**src/hw/asd_consts.vh**
```
`ifndef ASD_CONSTS_VH
`define ASD_CONSTS_VH

// ****************************************
// register indices (byte address = 4 x index)
// ****************************************
`define ASD_IDX_RGTC   6'h1F
`define ASD_IDX_LGAIN  6'h20
`define ASD_IDX_RGAIN  6'h21
`define ASD_IDX_LDEB   6'h22
`define ASD_IDX_RDEB   6'h23
`define ASD_IDX_FLAGS  6'h24
`define ASD_IDX_CTRL   6'h30
`define ASD_IDX_LMAX   6'h31
`define ASD_IDX_RMAX   6'h32
`define ASD_IDX_ISTS   6'h33
`define ASD_IDX_ICLR   6'h34
`define ASD_IDX_IEN    6'h35
`define ASD_IDX_LGTC   6'h36

// ****************************************
// field positions
// ****************************************
`define ASD_HYST_HI    7
`define ASD_HYST_LO    6
`define ASD_THR_HI     5
`define ASD_THR_LO     1
`define ASD_CLIP_BIT   0
`define ASD_NDEB_HI    7
`define ASD_NDEB_LO    3
`define ASD_SDEB_HI    2
`define ASD_SDEB_LO    0
`define ASD_MAX_HI     7
`define ASD_MAX_LO     1
`define ASD_CTRL_LEN   0
`define ASD_CTRL_REN   1
`define ASD_CTRL_DRA   2

// ****************************************
// reset values
// ****************************************
`define ASD_RST_GTC    8'h00
`define ASD_RST_DEB    8'h00
`define ASD_RST_MAX    7'h7F
`define ASD_RST_CTRL   3'h0
`define ASD_RST_IEN    8'h00
`define ASD_RST_GAIN   8'h00

// ****************************************
// values and timing
// ****************************************
`define ASD_MAX_CAP    7'h77
`define ASD_THR_BASE   7'h1C
`define ASD_DEB_UNIT_US 500
`define ASD_FS_HZ_NOM  48000

`endif

```
**src/hw/asd_agc_regs.v**
```verilog
// Register access over APB was left to the implementer.
`timescale 1ns/1ps
`include "asd_consts.vh"

module asd_agc_regs #(
    parameter FS_HZ = `ASD_FS_HZ_NOM
) (
    // clock and reset
    input  wire        CLK,
    input  wire        RST,
    // apb slave
    input  wire        PSEL,
    input  wire        PENABLE,
    input  wire        PWRITE,
    input  wire [7:0]  PADDR,
    input  wire [31:0] PWDATA,
    output wire [31:0] PRDATA,
    output wire        PREADY,
    output wire        PSLVERR,
    // sample timing
    input  wire        FS_TICK,
    // left agc core
    input  wire [7:0]  L_AGC_GAIN,
    input  wire [6:0]  L_PGA_APPLIED,
    input  wire [6:0]  L_PGA_PROGRAMMED,
    input  wire        L_ADC_POWERED,
    input  wire [6:0]  L_SIG_ATTEN,
    // right agc core
    input  wire [7:0]  R_AGC_GAIN,
    input  wire [6:0]  R_PGA_APPLIED,
    input  wire [6:0]  R_PGA_PROGRAMMED,
    input  wire        R_ADC_POWERED,
    input  wire [6:0]  R_SIG_ATTEN,
    // controls to agc core
    output wire        L_AGC_EN,
    output wire        R_AGC_EN,
    output wire [6:0]  L_MAX_GAIN,
    output wire [6:0]  R_MAX_GAIN,
    output wire        L_CLIP_STEP_EN,
    output wire        R_CLIP_STEP_EN,
    output wire        L_SIG_BELOW,
    output wire        R_SIG_BELOW,
    output wire        DOUBLE_RATE_AUDIO,
    // interrupt
    output wire        IRQ
);

    // ****************************************
    // constants and functions
    // ****************************************

    // samples per half-millisecond debounce unit
    // an FS_HZ under 2000 gives a zero unit and breaks timing
    localparam integer SPU = (FS_HZ * `ASD_DEB_UNIT_US) / 1000000;
    localparam [15:0]  SPU_LAST = SPU[15:0] - 16'h0001;

    // debounce code to half-ms units
    function [11:0] deb_units;
        input [4:0] code;
        reg   [4:0] m;
        begin
            m = code - 5'h07;
            case (code)
                5'h00:   deb_units = 12'h000;
                5'h01:   deb_units = 12'h001;
                5'h02:   deb_units = 12'h002;
                5'h03:   deb_units = 12'h004;
                5'h04:   deb_units = 12'h008;
                5'h05:   deb_units = 12'h010;
                5'h06:   deb_units = 12'h020;
                5'h07:   deb_units = 12'h040;
                // code 30 gives 1472 ms, code 31 gives 1536 ms
                default: deb_units = {m, 7'h00};
            endcase
        end
    endfunction

    // hysteresis code to dB
    function [1:0] hyst_db;
        input [1:0] code;
        begin
            case (code)
                2'h0:    hyst_db = 2'h1;
                2'h1:    hyst_db = 2'h2;
                2'h2:    hyst_db = 2'h3;
                default: hyst_db = 2'h0;
            endcase
        end
    endfunction

    // index is a mapped register
    function is_mapped;
        input [5:0] idx;
        begin
            case (idx)
                `ASD_IDX_RGTC, `ASD_IDX_LGAIN, `ASD_IDX_RGAIN,
                `ASD_IDX_LDEB, `ASD_IDX_RDEB, `ASD_IDX_FLAGS,
                `ASD_IDX_CTRL, `ASD_IDX_LMAX, `ASD_IDX_RMAX,
                `ASD_IDX_ISTS, `ASD_IDX_ICLR, `ASD_IDX_IEN,
                `ASD_IDX_LGTC: is_mapped = 1'b1;
                default:       is_mapped = 1'b0;
            endcase
        end
    endfunction

    // ****************************************
    // register storage
    // ****************************************
    // readouts are flops, so reading them disturbs nothing
    reg  [7:0]  rgtc_reg;      // right gate/threshold/clip
    reg  [7:0]  lgtc_reg;      // left gate/threshold/clip
    reg  [7:0]  ldeb_reg;      // left debounce
    reg  [7:0]  rdeb_reg;      // right debounce
    reg  [2:0]  ctrl_reg;      // agc enables, double rate
    reg  [6:0]  lmax_reg;      // left max gain
    reg  [6:0]  rmax_reg;      // right max gain
    reg  [7:0]  ien_reg;       // interrupt enable
    reg  [7:0]  ists_reg;      // sticky interrupt status
    reg  [7:0]  flags_reg;     // converter flags
    reg  [31:0] prdata_reg;    // read data
    reg         err_reg;       // unmapped access
    reg  [7:0]  rd_next;       // read mux
    wire [5:0]  idx;           // register index
    wire        hit;           // aligned and mapped
    wire        wr;            // write strobe
    wire [7:0]  flags_next;    // live flags
    wire [15:0] gtc_v;         // per-channel gate ctrl
    wire [15:0] deb_v;         // per-channel debounce
    wire [13:0] max_v;         // per-channel max gain
    wire [15:0] gain_in;       // per-channel agc gain
    wire [13:0] pga_app;       // per-channel pga applied
    wire [13:0] pga_prg;       // per-channel pga programmed
    wire [1:0]  pwr_in;        // per-channel power
    wire [13:0] att_in;        // per-channel signal atten
    wire [1:0]  en_v;          // per-channel agc enable
    wire [15:0] gain_v;        // per-channel readout
    wire [1:0]  below_v;       // per-channel below flag
    wire [7:0]  rise;          // flag rising edges

    assign idx     = PADDR[7:2];
    assign hit     = (PADDR[1:0] == 2'h0) && is_mapped(idx);
    assign wr      = PSEL && PENABLE && PWRITE && hit;
    assign gtc_v   = {rgtc_reg, lgtc_reg};
    assign deb_v   = {rdeb_reg, ldeb_reg};
    assign max_v   = {rmax_reg, lmax_reg};
    assign gain_in = {R_AGC_GAIN, L_AGC_GAIN};
    assign pga_app = {R_PGA_APPLIED, L_PGA_APPLIED};
    assign pga_prg = {R_PGA_PROGRAMMED, L_PGA_PROGRAMMED};
    assign pwr_in  = {R_ADC_POWERED, L_ADC_POWERED};
    assign att_in  = {R_SIG_ATTEN, L_SIG_ATTEN};
    assign en_v    = {ctrl_reg[`ASD_CTRL_REN], ctrl_reg[`ASD_CTRL_LEN]};

    // ****************************************
    // per-channel detection and readouts
    // ****************************************
    // channel 0 is left, channel 1 is right throughout
    genvar ch;
    generate
        for (ch = 0; ch < 2; ch = ch + 1) begin : g_ch
            wire [7:0]  gtc  = gtc_v[ch*8 +: 8];
            wire [7:0]  deb  = deb_v[ch*8 +: 8];
            wire [4:0]  thr  = gtc[`ASD_THR_HI:`ASD_THR_LO];
            wire [6:0]  att  = att_in[ch*7 +: 7];
            wire        en   = en_v[ch];
            // threshold in dB below full scale
            wire [6:0]  thr_db = `ASD_THR_BASE + {1'b0, thr, 1'b0};
            wire [1:0]  hy   = hyst_db(gtc[`ASD_HYST_HI:`ASD_HYST_LO]);
            wire        det_en = en && (thr != 5'h00);
            reg         below_reg;   // debounced below flag
            reg  [11:0] unit_cnt;    // elapsed half-ms units
            reg  [15:0] smp_cnt;     // samples within unit
            reg  [7:0]  gain_reg;    // applied gain readout
            reg         settled_reg; // pga settled
            wire        raw;
            wire [11:0] target;
            wire [6:0]  max_eff;

            // leave below only once hysteresis is cleared
            assign raw = below_reg ?
                !(({1'b0, att} + {6'h00, hy}) < {1'b0, thr_db}) :
                (att > thr_db);
            // noise debounce entering, signal debounce leaving
            assign target = raw ?
                deb_units(deb[`ASD_NDEB_HI:`ASD_NDEB_LO]) :
                deb_units({2'h0, deb[`ASD_SDEB_HI:`ASD_SDEB_LO]});
            // codes above 59.5 dB behave as 59.5 dB
            assign max_eff = (max_v[ch*7 +: 7] > `ASD_MAX_CAP) ?
                `ASD_MAX_CAP : max_v[ch*7 +: 7];

            // debounce counter on sample ticks
            always @(posedge CLK or posedge RST) begin
                if (RST) begin
                    below_reg <= 1'b0;
                    unit_cnt  <= 12'h000;
                    smp_cnt   <= 16'h0000;
                end else if (!det_en) begin
                    // detection off
                    below_reg <= 1'b0;
                    unit_cnt  <= 12'h000;
                    smp_cnt   <= 16'h0000;
                end else if (raw == below_reg) begin
                    // no pending change
                    unit_cnt  <= 12'h000;
                    smp_cnt   <= 16'h0000;
                end else if (unit_cnt >= target) begin
                    // debounce satisfied
                    below_reg <= raw;
                    unit_cnt  <= 12'h000;
                    smp_cnt   <= 16'h0000;
                end else if (FS_TICK) begin
                    // tick rate doubles under double rate audio
                    if (smp_cnt >= SPU_LAST) begin
                        smp_cnt  <= 16'h0000;
                        unit_cnt <= unit_cnt + 12'h001;
                    end else begin
                        smp_cnt  <= smp_cnt + 16'h0001;
                    end
                end
            end

            // live gain and settle tracking
            always @(posedge CLK or posedge RST) begin
                if (RST) begin
                    gain_reg    <= `ASD_RST_GAIN;
                    settled_reg <= 1'b0;
                end else begin
                    gain_reg    <= en ? gain_in[ch*8 +: 8] :
                                   `ASD_RST_GAIN;
                    settled_reg <= (pga_app[ch*7 +: 7] ==
                                    pga_prg[ch*7 +: 7]);
                end
            end

            assign gain_v[ch*8 +: 8] = gain_reg;
            assign below_v[ch]       = below_reg;
            // nibble: settled, power, below, saturated
            assign flags_next[4 - ch*4 +: 4] = {
                settled_reg,
                pwr_in[ch],
                below_reg,
                en && (gain_reg == {1'b0, max_eff})
            };
        end
    endgenerate

    // ****************************************
    // flags and interrupts
    // ****************************************
    // rising edges only, so a flag held high raises one event
    assign rise = flags_next & ~flags_reg;

    // settled and saturated flags lag core inputs by two cycles (readout flop, flag flop); power lags by one
    // flag capture and sticky status, set wins over clear
    always @(posedge CLK or posedge RST) begin
        if (RST) begin
            flags_reg <= 8'h00;
            ists_reg  <= 8'h00;
        end else begin
            flags_reg <= flags_next;
            if (wr && idx == `ASD_IDX_ICLR) begin
                ists_reg <= (ists_reg & ~PWDATA[7:0]) | rise;
            end else begin
                ists_reg <= ists_reg | rise;
            end
        end
    end

    // level output, drops as soon as the bit is cleared or masked
    assign IRQ = |(ists_reg & ien_reg);

    // ****************************************
    // apb writes
    // ****************************************

    // writable registers; read-only targets ignore writes
    always @(posedge CLK or posedge RST) begin
        if (RST) begin
            rgtc_reg <= `ASD_RST_GTC;
            lgtc_reg <= `ASD_RST_GTC;
            ldeb_reg <= `ASD_RST_DEB;
            rdeb_reg <= `ASD_RST_DEB;
            ctrl_reg <= `ASD_RST_CTRL;
            lmax_reg <= `ASD_RST_MAX;
            rmax_reg <= `ASD_RST_MAX;
            ien_reg  <= `ASD_RST_IEN;
        end else if (wr) begin
            case (idx)
                `ASD_IDX_RGTC: rgtc_reg <= PWDATA[7:0];
                `ASD_IDX_LGTC: lgtc_reg <= PWDATA[7:0];
                `ASD_IDX_LDEB: ldeb_reg <= PWDATA[7:0];
                `ASD_IDX_RDEB: rdeb_reg <= PWDATA[7:0];
                `ASD_IDX_CTRL: ctrl_reg <= PWDATA[2:0];
                `ASD_IDX_LMAX: lmax_reg <= PWDATA[`ASD_MAX_HI:`ASD_MAX_LO];
                `ASD_IDX_RMAX: rmax_reg <= PWDATA[`ASD_MAX_HI:`ASD_MAX_LO];
                `ASD_IDX_IEN:  ien_reg  <= PWDATA[7:0];
                default: ;
            endcase
        end
    end

    // ****************************************
    // apb reads
    // ****************************************

    // read mux, no side effects
    always @* begin
        case (idx)
            `ASD_IDX_RGTC:  rd_next = rgtc_reg;
            `ASD_IDX_LGTC:  rd_next = lgtc_reg;
            `ASD_IDX_LGAIN: rd_next = gain_v[7:0];
            `ASD_IDX_RGAIN: rd_next = gain_v[15:8];
            `ASD_IDX_LDEB:  rd_next = ldeb_reg;
            `ASD_IDX_RDEB:  rd_next = rdeb_reg;
            `ASD_IDX_FLAGS: rd_next = flags_reg;
            `ASD_IDX_CTRL:  rd_next = {5'h00, ctrl_reg};
            `ASD_IDX_LMAX:  rd_next = {lmax_reg, 1'b0};
            `ASD_IDX_RMAX:  rd_next = {rmax_reg, 1'b0};
            `ASD_IDX_ISTS:  rd_next = ists_reg;
            `ASD_IDX_IEN:   rd_next = ien_reg;
            default:        rd_next = 8'h00;
        endcase
    end

    // capture in setup keeps prdata steady through the access phase
    // sample read data and decode in setup phase
    always @(posedge CLK or posedge RST) begin
        if (RST) begin
            prdata_reg <= 32'h00000000;
            err_reg    <= 1'b0;
        end else if (PSEL && !PENABLE) begin
            prdata_reg <= hit ? {24'h000000, rd_next} : 32'h00000000;
            err_reg    <= !hit;
        end
    end

    // no wait states, every access ends in its first access cycle
    assign PRDATA  = prdata_reg;
    assign PREADY  = 1'b1;
    assign PSLVERR = PSEL && PENABLE && err_reg;

    // ****************************************
    // control outputs
    // ****************************************
    // raw max gain codes go out; the 0x77 cap is only for the flag
    assign L_AGC_EN          = ctrl_reg[`ASD_CTRL_LEN];
    assign R_AGC_EN          = ctrl_reg[`ASD_CTRL_REN];
    assign DOUBLE_RATE_AUDIO = ctrl_reg[`ASD_CTRL_DRA];
    assign L_MAX_GAIN        = lmax_reg;
    assign R_MAX_GAIN        = rmax_reg;
    assign L_CLIP_STEP_EN    = lgtc_reg[`ASD_CLIP_BIT];
    assign R_CLIP_STEP_EN    = rgtc_reg[`ASD_CLIP_BIT];
    assign L_SIG_BELOW       = below_v[0];
    assign R_SIG_BELOW       = below_v[1];

endmodule // asd_agc_regs

```
**config.mk**
```make
export PLATFORM = sky130hd
export DESIGN_NAME = asd_agc_regs
export DESIGN_NICKNAME = d
export VERILOG_FILES = /design/src/hw/asd_agc_regs.v
export VERILOG_INCLUDE_DIRS = /design/src /design/src/hw
export SDC_FILE = /design/constraint.sdc
export NUM_CORES = 1
export LEC_CHECK = 0
export ABC_AREA = 1
export BUFFER_PORTS_ARGS = -buffer_cell sky130_fd_sc_hd__buf_2
export CORE_MARGIN = 2
export CORE_UTILIZATION = 41
export CTS_CLUSTER_SIZE = 40
export DETAILED_ROUTE_END_ITERATION = 10
export GPL_TIMING_DRIVEN = 0
export HOLD_SLACK_MARGIN = 0.02
export PLACE_DENSITY = 0.61
export SETUP_SLACK_MARGIN = 0.3
export SLEW_MARGIN = 25
export SYNTH_ARGS = -nofsm -noshare
export SYNTH_HDL_FRONTEND = slang
export SYNTH_SLANG_ARGS = --single-unit
```
**constraint.sdc**
```tcl
create_clock -name CLK -period 6.87 [get_ports CLK]
set_input_delay 1.0305 -clock CLK [delete_from_list [all_inputs] [get_ports CLK]]
set_output_delay 1.0305 -clock CLK [all_outputs]
set_load 0.02 [all_outputs]
```
# ---- Yosys cells after proc, flatten, opt, wreduce, memory -nomap -nowiden
# Memory sizes are Yosys's and may differ from the RTL's.
# Cells that the tools add are included.
dict set report word_totals {
  regBits 182
  wordCells 173
  in_bits 106
  n_memories 3
  rom_bits 176
}
dict set report classes {
  add_sub_neg 10
  order_cmp 10
  mux 41
  n_bitwise 7
  n_reduce_logical 35
  n_eq_ne 45
}
# name depth width rd rd_clocked_by_memory_dff wr line
set memory_table {}
lappend memory_table {{(name not given)} 64 1 1 0 0 asd_agc_regs.v:95} ;# case (idx)
lappend memory_table {{(name not given)} 8 7 1 0 0 asd_agc_regs.v:63} ;# case (code)
lappend memory_table {{(name not given)} 8 7 1 0 0 asd_agc_regs.v:63}
# operator count
set ops {}
lappend ops {{$pmux 12 s8} 2}
lappend ops {{$mux 16} 10}
lappend ops {{$mux 12} 12}
lappend ops {{$pmux 8 s12} 1}
lappend ops {{$eq 6x6->1 const B} 12}
lappend ops {{$eq 5x3->1 const B} 8}
lappend ops {{$add 16x1->16 const B} 2}
lappend ops {{$ge 16x5->1 const B} 2}
lappend ops {{$mux 8} 4}
lappend ops {{$add 12x1->12 const B} 2}
lappend ops {{$and 8x8->8} 3}
lappend ops {{$ge 12x12->1} 2}
lappend ops {{$reduce_and 2->1} 12}
lappend ops {{$eq 5x2->1 const B} 4}
lappend ops {{$add 7x2->8} 2}
lappend ops {{$eq 8x7->1} 2}
lappend ops {{$lt 8x7->1} 2}
lappend ops {{$not 8->8} 2}
lappend ops {{$or 8x8->8} 2}
lappend ops {{$add 5x6->7 const A} 2}
lappend ops {{$eq 7x7->1} 2}
lappend ops {{$gt 7x7->1} 2}
lappend ops {{$gt 7x7->1 const B} 2}
lappend ops {{$mux 7} 2}
lappend ops {{other kinds (18)} 52}

# ---- Depth between registers and ports, before layout
dict set report logic_depth {
  word_depth 11
  ltp_mapped 35
  depth_no_buf 33
}

# ---- Worst setup path after synthesis
# Ideal clock, no wire load.
dict set report synth_path {
  kind {in2reg}
  start {input R_SIG_ATTEN[0]}
  end {register g_ch[1].unit_cnt[6]}
  arrival_ps 4509
  path_slack_ps 2239
  path_buffers 2
  stages 31
  required_ps 6748
  setup_ps 122
  cell_sequence {inv_1 -> nor2_1 -> nand2_1 -> fa_1 -> inv_1 -> nand3_1 -> xor2_1 -> inv_1 -> ha_1 -> nand2_1 -> inv_1 -> nand2_1 -> nand2_1 -> nand2_1 -> nand2_1 -> nand2_1 -> clkbuf_1 -> nand4_1 -> o21ai_0 -> inv_1 -> ha_1 -> nand2_1 -> nor2_1 -> and2_1 -> nand2_1 -> nand4_1 -> nor2_2 -> nand4_1 -> buf_2 -> nand3_1 -> nand2_1}
}
dict set report synth_between {
  elab_chain_cells 9
  elab_cells_between_ends 14
  classes_between {add/sub: 1; order compare: 3; eq/ne: 3; mux: 5; reduce/logical: 2}
}
# item line
set synth_rtl {}
lappend synth_rtl {{start, declared} asd_agc_regs.v:33} ;# input wire [6:0] R_SIG_ATTEN,
lappend synth_rtl {{$add 7x2->8} asd_agc_regs.v:180} ;# !(({1'b0, att} + {6'h00, hy}) < {1'b0, thr_db}) :
lappend synth_rtl {{$lt 8x7->1} asd_agc_regs.v:180}
lappend synth_rtl {{$logic_not 1->1} asd_agc_regs.v:180}
lappend synth_rtl {{$mux 1 (*)} asd_agc_regs.v:179} ;# assign raw = below_reg ?
lappend synth_rtl {{$mux 12} asd_agc_regs.v:183} ;# assign target = raw ?
lappend synth_rtl {{$ge 12x12->1} asd_agc_regs.v:205} ;# end else if (unit_cnt >= target) begin
lappend synth_rtl {{$mux 12} asd_agc_regs.v:205}
lappend synth_rtl {{$mux 12} asd_agc_regs.v:201} ;# end else if (raw == below_reg) begin
lappend synth_rtl {{$mux 12} asd_agc_regs.v:196} ;# end else if (!det_en) begin
lappend synth_rtl {{end signal, assigned} asd_agc_regs.v:214} ;# unit_cnt <= unit_cnt + 12'h001;
lappend synth_rtl {{end, declared} asd_agc_regs.v:170} ;# reg [11:0] unit_cnt;
# Mark *: on every way between the ends. The rest lies on a longest branch, timed or not.
# A chain may end at the register's enable or synchronous reset.

# ---- Worst setup path after layout
dict set report layout_path {
  start {register lgtc_reg[6], in the netlist g_ch[0].gtc[6]}
  end {register g_ch[0].smp_cnt[9]}
}
dict set report layout_between {
  elab_chain_cells 11
  elab_cells_between_ends 15
  classes_between {add/sub: 1; order compare: 2; eq/ne: 4; mux: 6; reduce/logical: 2}
}
# item line
set layout_rtl {}
lappend layout_rtl {{start, declared} asd_agc_regs.v:111} ;# reg [7:0] lgtc_reg;
lappend layout_rtl {{start signal, assigned} asd_agc_regs.v:279} ;# lgtc_reg <= `ASD_RST_GTC;
lappend layout_rtl {{start signal, assigned} asd_agc_regs.v:289} ;# `ASD_IDX_LGTC: lgtc_reg <= PWDATA[7:0];
lappend layout_rtl {{$eq 2x2->1 (tied with other cells)} asd_agc_regs.v:82} ;# case (code)
lappend layout_rtl {{$pmux 2 s3 (*)} asd_agc_regs.v:82}
lappend layout_rtl {{$add 7x2->8 (*)} asd_agc_regs.v:180}
lappend layout_rtl {{$lt 8x7->1 (*)} asd_agc_regs.v:180}
lappend layout_rtl {{$logic_not 1->1 (*)} asd_agc_regs.v:180}
lappend layout_rtl {{$mux 1 (*)} asd_agc_regs.v:179}
lappend layout_rtl {{$mux 12} asd_agc_regs.v:183}
lappend layout_rtl {{$ge 12x12->1} asd_agc_regs.v:205}
lappend layout_rtl {{$mux 16} asd_agc_regs.v:205}
lappend layout_rtl {{$mux 16} asd_agc_regs.v:201}
lappend layout_rtl {{$mux 16} asd_agc_regs.v:196}
lappend layout_rtl {{end signal, assigned} asd_agc_regs.v:216} ;# smp_cnt <= smp_cnt + 16'h0001;
lappend layout_rtl {{end, declared} asd_agc_regs.v:171} ;# reg [15:0] smp_cnt;
# Marks and branches as above.

==> metrics.yaml <==
logic_synthesis:
  synthXorXnorAreaFrac: 0.04211
  synth_top_family_by_area: "simple AND/OR/NAND/NOR gates"
  synth_compound_area_frac: 0.1132
  ys_seq_area_frac: 0.3819
  synth-edff-count: 0
  synth_cell_types: 47
  synth_area_leaders: "dfrtp_1, nand2_1, ha_1, inv_1, nor2_1"
  yosys.area_share.simple: 0.2637
  synth-seq-cells: 158
  synthAdderAreaFrac: 0.08567
  synth_top_area_share: 0.3465
  syn_inst: 1372
  yosys-mux-area-fraction: 0
  synth_ff_type: "dfrtp_1"
  ys_warn_count: 0
  netlist_area_sq_um: 10400
  synth_largest_area_cell: "dfrtp_1"
  postSynthAreaPerCell_sq_um: 7.579
  yosysMostFrequentCell: "nand2_1"
  synth_common_cells: "nand2_1, inv_1, dfrtp_1, nor2_1, nand3_1"
  synthArstFlopShare: 1.000
timing:
  period_needed_ns: 5.086
  hold_ws_ns: 0.3912
  fin_crit_sh: 0.7403
  worst_pin_slew_ns: 0.8558
  max-slew-margin-rel: 0.4295
  hold_violations: 0
  slew_violations: 0
  fmax_ghz: 0.1966
  finalSetupViolCount: 0
  skew_ns: 0.006840
  rsz0062_at_grt: "false"
hold_path:
  min_to: "flags_reg[7]"
  hold_depth: 0
  hold_class: "reg -> reg"
  hp-start: "g_ch[0].settled_reg"
finish:
  seq_area_sq_um: 3971
  regMostFlops: "g_ch.smp_cnt"
  fillers: 2496
  reg_top3: "g_ch.smp_cnt x32, g_ch.unit_cnt x24"
  fin_nets: 1696
  multiInputGateArea_sq_um: 5343
  layout-drive-gt1-share: 0.1416
  final_core_util: 0.4833
  largest_register_ffs: 32
  diodes: 0
  area_growth_pct: 16.36
power:
  leakagePower_nw: 6.304
  power.density_nw_per_um2: 221.4
  vdd_drop_max_uv: 147.7
  p_total_mw: 2.679
run_status:
  status: "complete, no violations"
setup_path:
  path_class: "reg -> reg"
  critPathTopFamily: "simple AND/OR/NAND/NOR gates"
  setup.worst_path.start_class: "flip-flop"
  r2r_cells: 27
  crit_fanout: 10
  worst_path_most_repeated_cell: "nand2_1"
  cp.required_ns: 7.23
  worstReg2RegStart: "g_ch[0].gtc[6]"
  endpoint_kind: "flip-flop"
  max_stage_delay_ns: 0.42
  reg2reg_slack_ns: 1.78
  slowest_stage: "o21ai_0"
  arrival_ns: 5.44
  cp_num_buf_inv: 4
  reg2reg_to: "g_ch[0].smp_cnt[9]"
placement:
  globalplace.congestion: 0.9230
  numPortBuffers: 105
  hpwlAfterDp_mm: 20.91
grt:
  grt_max_degree: 94
  globalRouteOverflowTotal: 0
  antenna_found_initial: 0
  grt_pass1_wl_mm: 44.88
  first_global_vias: 8895
  gr-usage-all-layers: 0.2146
clock_tree:
  h-tree-depth: 4
  postCtsSetupBuffers: 0
  insertion_delay_ns: 0.43
  cts-resized-gates: 0
  clockRootBuffer: "clkbuf_16"
  cts_sinks: 158
  cts_hold_buf: 0
  cts_tree: "yes"
  clk_pin_slew_ns: 0.07
  clock_path_buffers: 2
  numCtsBuffers: 17
routing:
  vias_per_cell: 5.026
  antenna_left: 0
  wire_per_inst_um: 14.88
  vias: 9364
  drtIter0Drc: 571
  drc: 0
  dr.pass1.iters: 5
  routed_wl_mm: 27.72
floorplan:
  fp.coreArea_sq_um: 25040
  ios: 162
  floorplan.die_area_sq_um: 26650
  initial_utilization: 0.4153
  die_w_um: 163.3
  rows: 58
  die-height_um: 163.3
run:
  cap_viol_max_count: 0
==> worst register-to-register path, delay by kind of cell (launching register included) <==
family | cells | cell delay, ns
adder cells (fa/ha/maj) | 4 | 1.22
XOR/XNOR | 1 | 0.14
buffers and inverters | 4 | 0.81
flip-flops | 1 | 0.38
AND/OR/NAND/NOR | 17 | 2.04
AO/OA/AOI/OAI | 1 | 0.42
==> cells in the final DEF (no fill, tap or decap), types with 4 or more instances in the layout <==
| cell type | n |
|---|---|
| a21oi_1 | 36 |
| a22oi_1 | 4 |
| buf_2 | 117 |
| buf_4 | 31 |
| bufinv_16 | 4 |
| clkbuf_1 | 13 |
| clkbuf_16 | 17 |
| clkinv_1 | 4 |
| conb_1 | 25 |
| dfrtp_1 | 144 |
| dfstp_2 | 14 |
| ha_1 | 68 |
| inv_1 | 210 |
| nand2_1 | 291 |
| nand3_1 | 91 |
| nand3b_1 | 7 |
| nand4_1 | 45 |
| nor2_1 | 130 |
| nor2_8 | 5 |
| nor3_1 | 24 |
| o2111ai_1 | 10 |
| o211ai_1 | 4 |
| o21a_1 | 4 |
| o21ai_0 | 89 |
| o21ai_1 | 9 |
| o22ai_1 | 35 |
| o31ai_1 | 4 |
| xnor2_1 | 24 |
| xor2_1 | 26 |
==> worst max-delay path by stage <==
stage                         from                   to  slack (ns)  depth (start not counted)
finish              g_ch[0].gtc[6]   g_ch[0].smp_cnt[9]        1.78                         27
global route        g_ch[1].gtc[6]  g_ch[1].unit_cnt[9]        1.26                         31
CTS                 R_SIG_ATTEN[0]  g_ch[1].unit_cnt[2]        1.79                         32
detailed placement  R_SIG_ATTEN[0]  g_ch[1].unit_cnt[2]        1.33                         32
global placement               RST            PRDATA[2]       -0.39                          2
floorplan                      RST          L_SIG_BELOW        1.60                          1
==> metrics by stage <==
stage / area, sq um / TNS, ns / setup slack, ns / cells
finish: 12100 / 0 / 1.784 / 1863
global route: 12100 / 0 / 1.262 / 1863
CTS: 12100 / 0 / 1.789 / 1863
detailed placement: 11460 / 0 / 1.331 / 1831
global placement: 11420 / -54.81 / -0.3934 / 1830
floorplan: 10490 / 0 / 1.599 / 1395
==> area by class of cell <==
type                            instances  share of cell area
Multi-Input combinational cell        962              0.4415
Buffer                                 57             0.02916
Clock buffer                           21             0.03805
Clock inverter                         11             0.01499
Sequential cell                       158              0.3282
Tap cell                              330             0.03412
Inverter                              218             0.06825
Timing Repair Buffer                  106             0.04570
==> per-layer routing <==
layer,track usage,vias to the layer above,wire [um]
li1,-,4723,-
met1,0.2855,4310,12560
met2,0.3475,277,12940
met3,0.03530,54,1345
met4,0.08809,0,869
met5,0,-,0
==> logic make-up (layout without fill, tap and decap cells) <==
family          Yosys count  count (layout)
buf+inv                 275             413
fa+ha+maj                70              70
compound gates          205             205
simple gates            612             612
other cells               2              25
flops                   158             158
xor+xnor                 50              50
==> report_power, final <==
| part | switching, mW | internal [mW] |
|---|---|---|
| Clock | 0.412 | 0.635 |
| Sequential | 0.0411 | 0.965 |
| Combinational | 0.431 | 0.195 |
(Power assumes the default switching activity.)
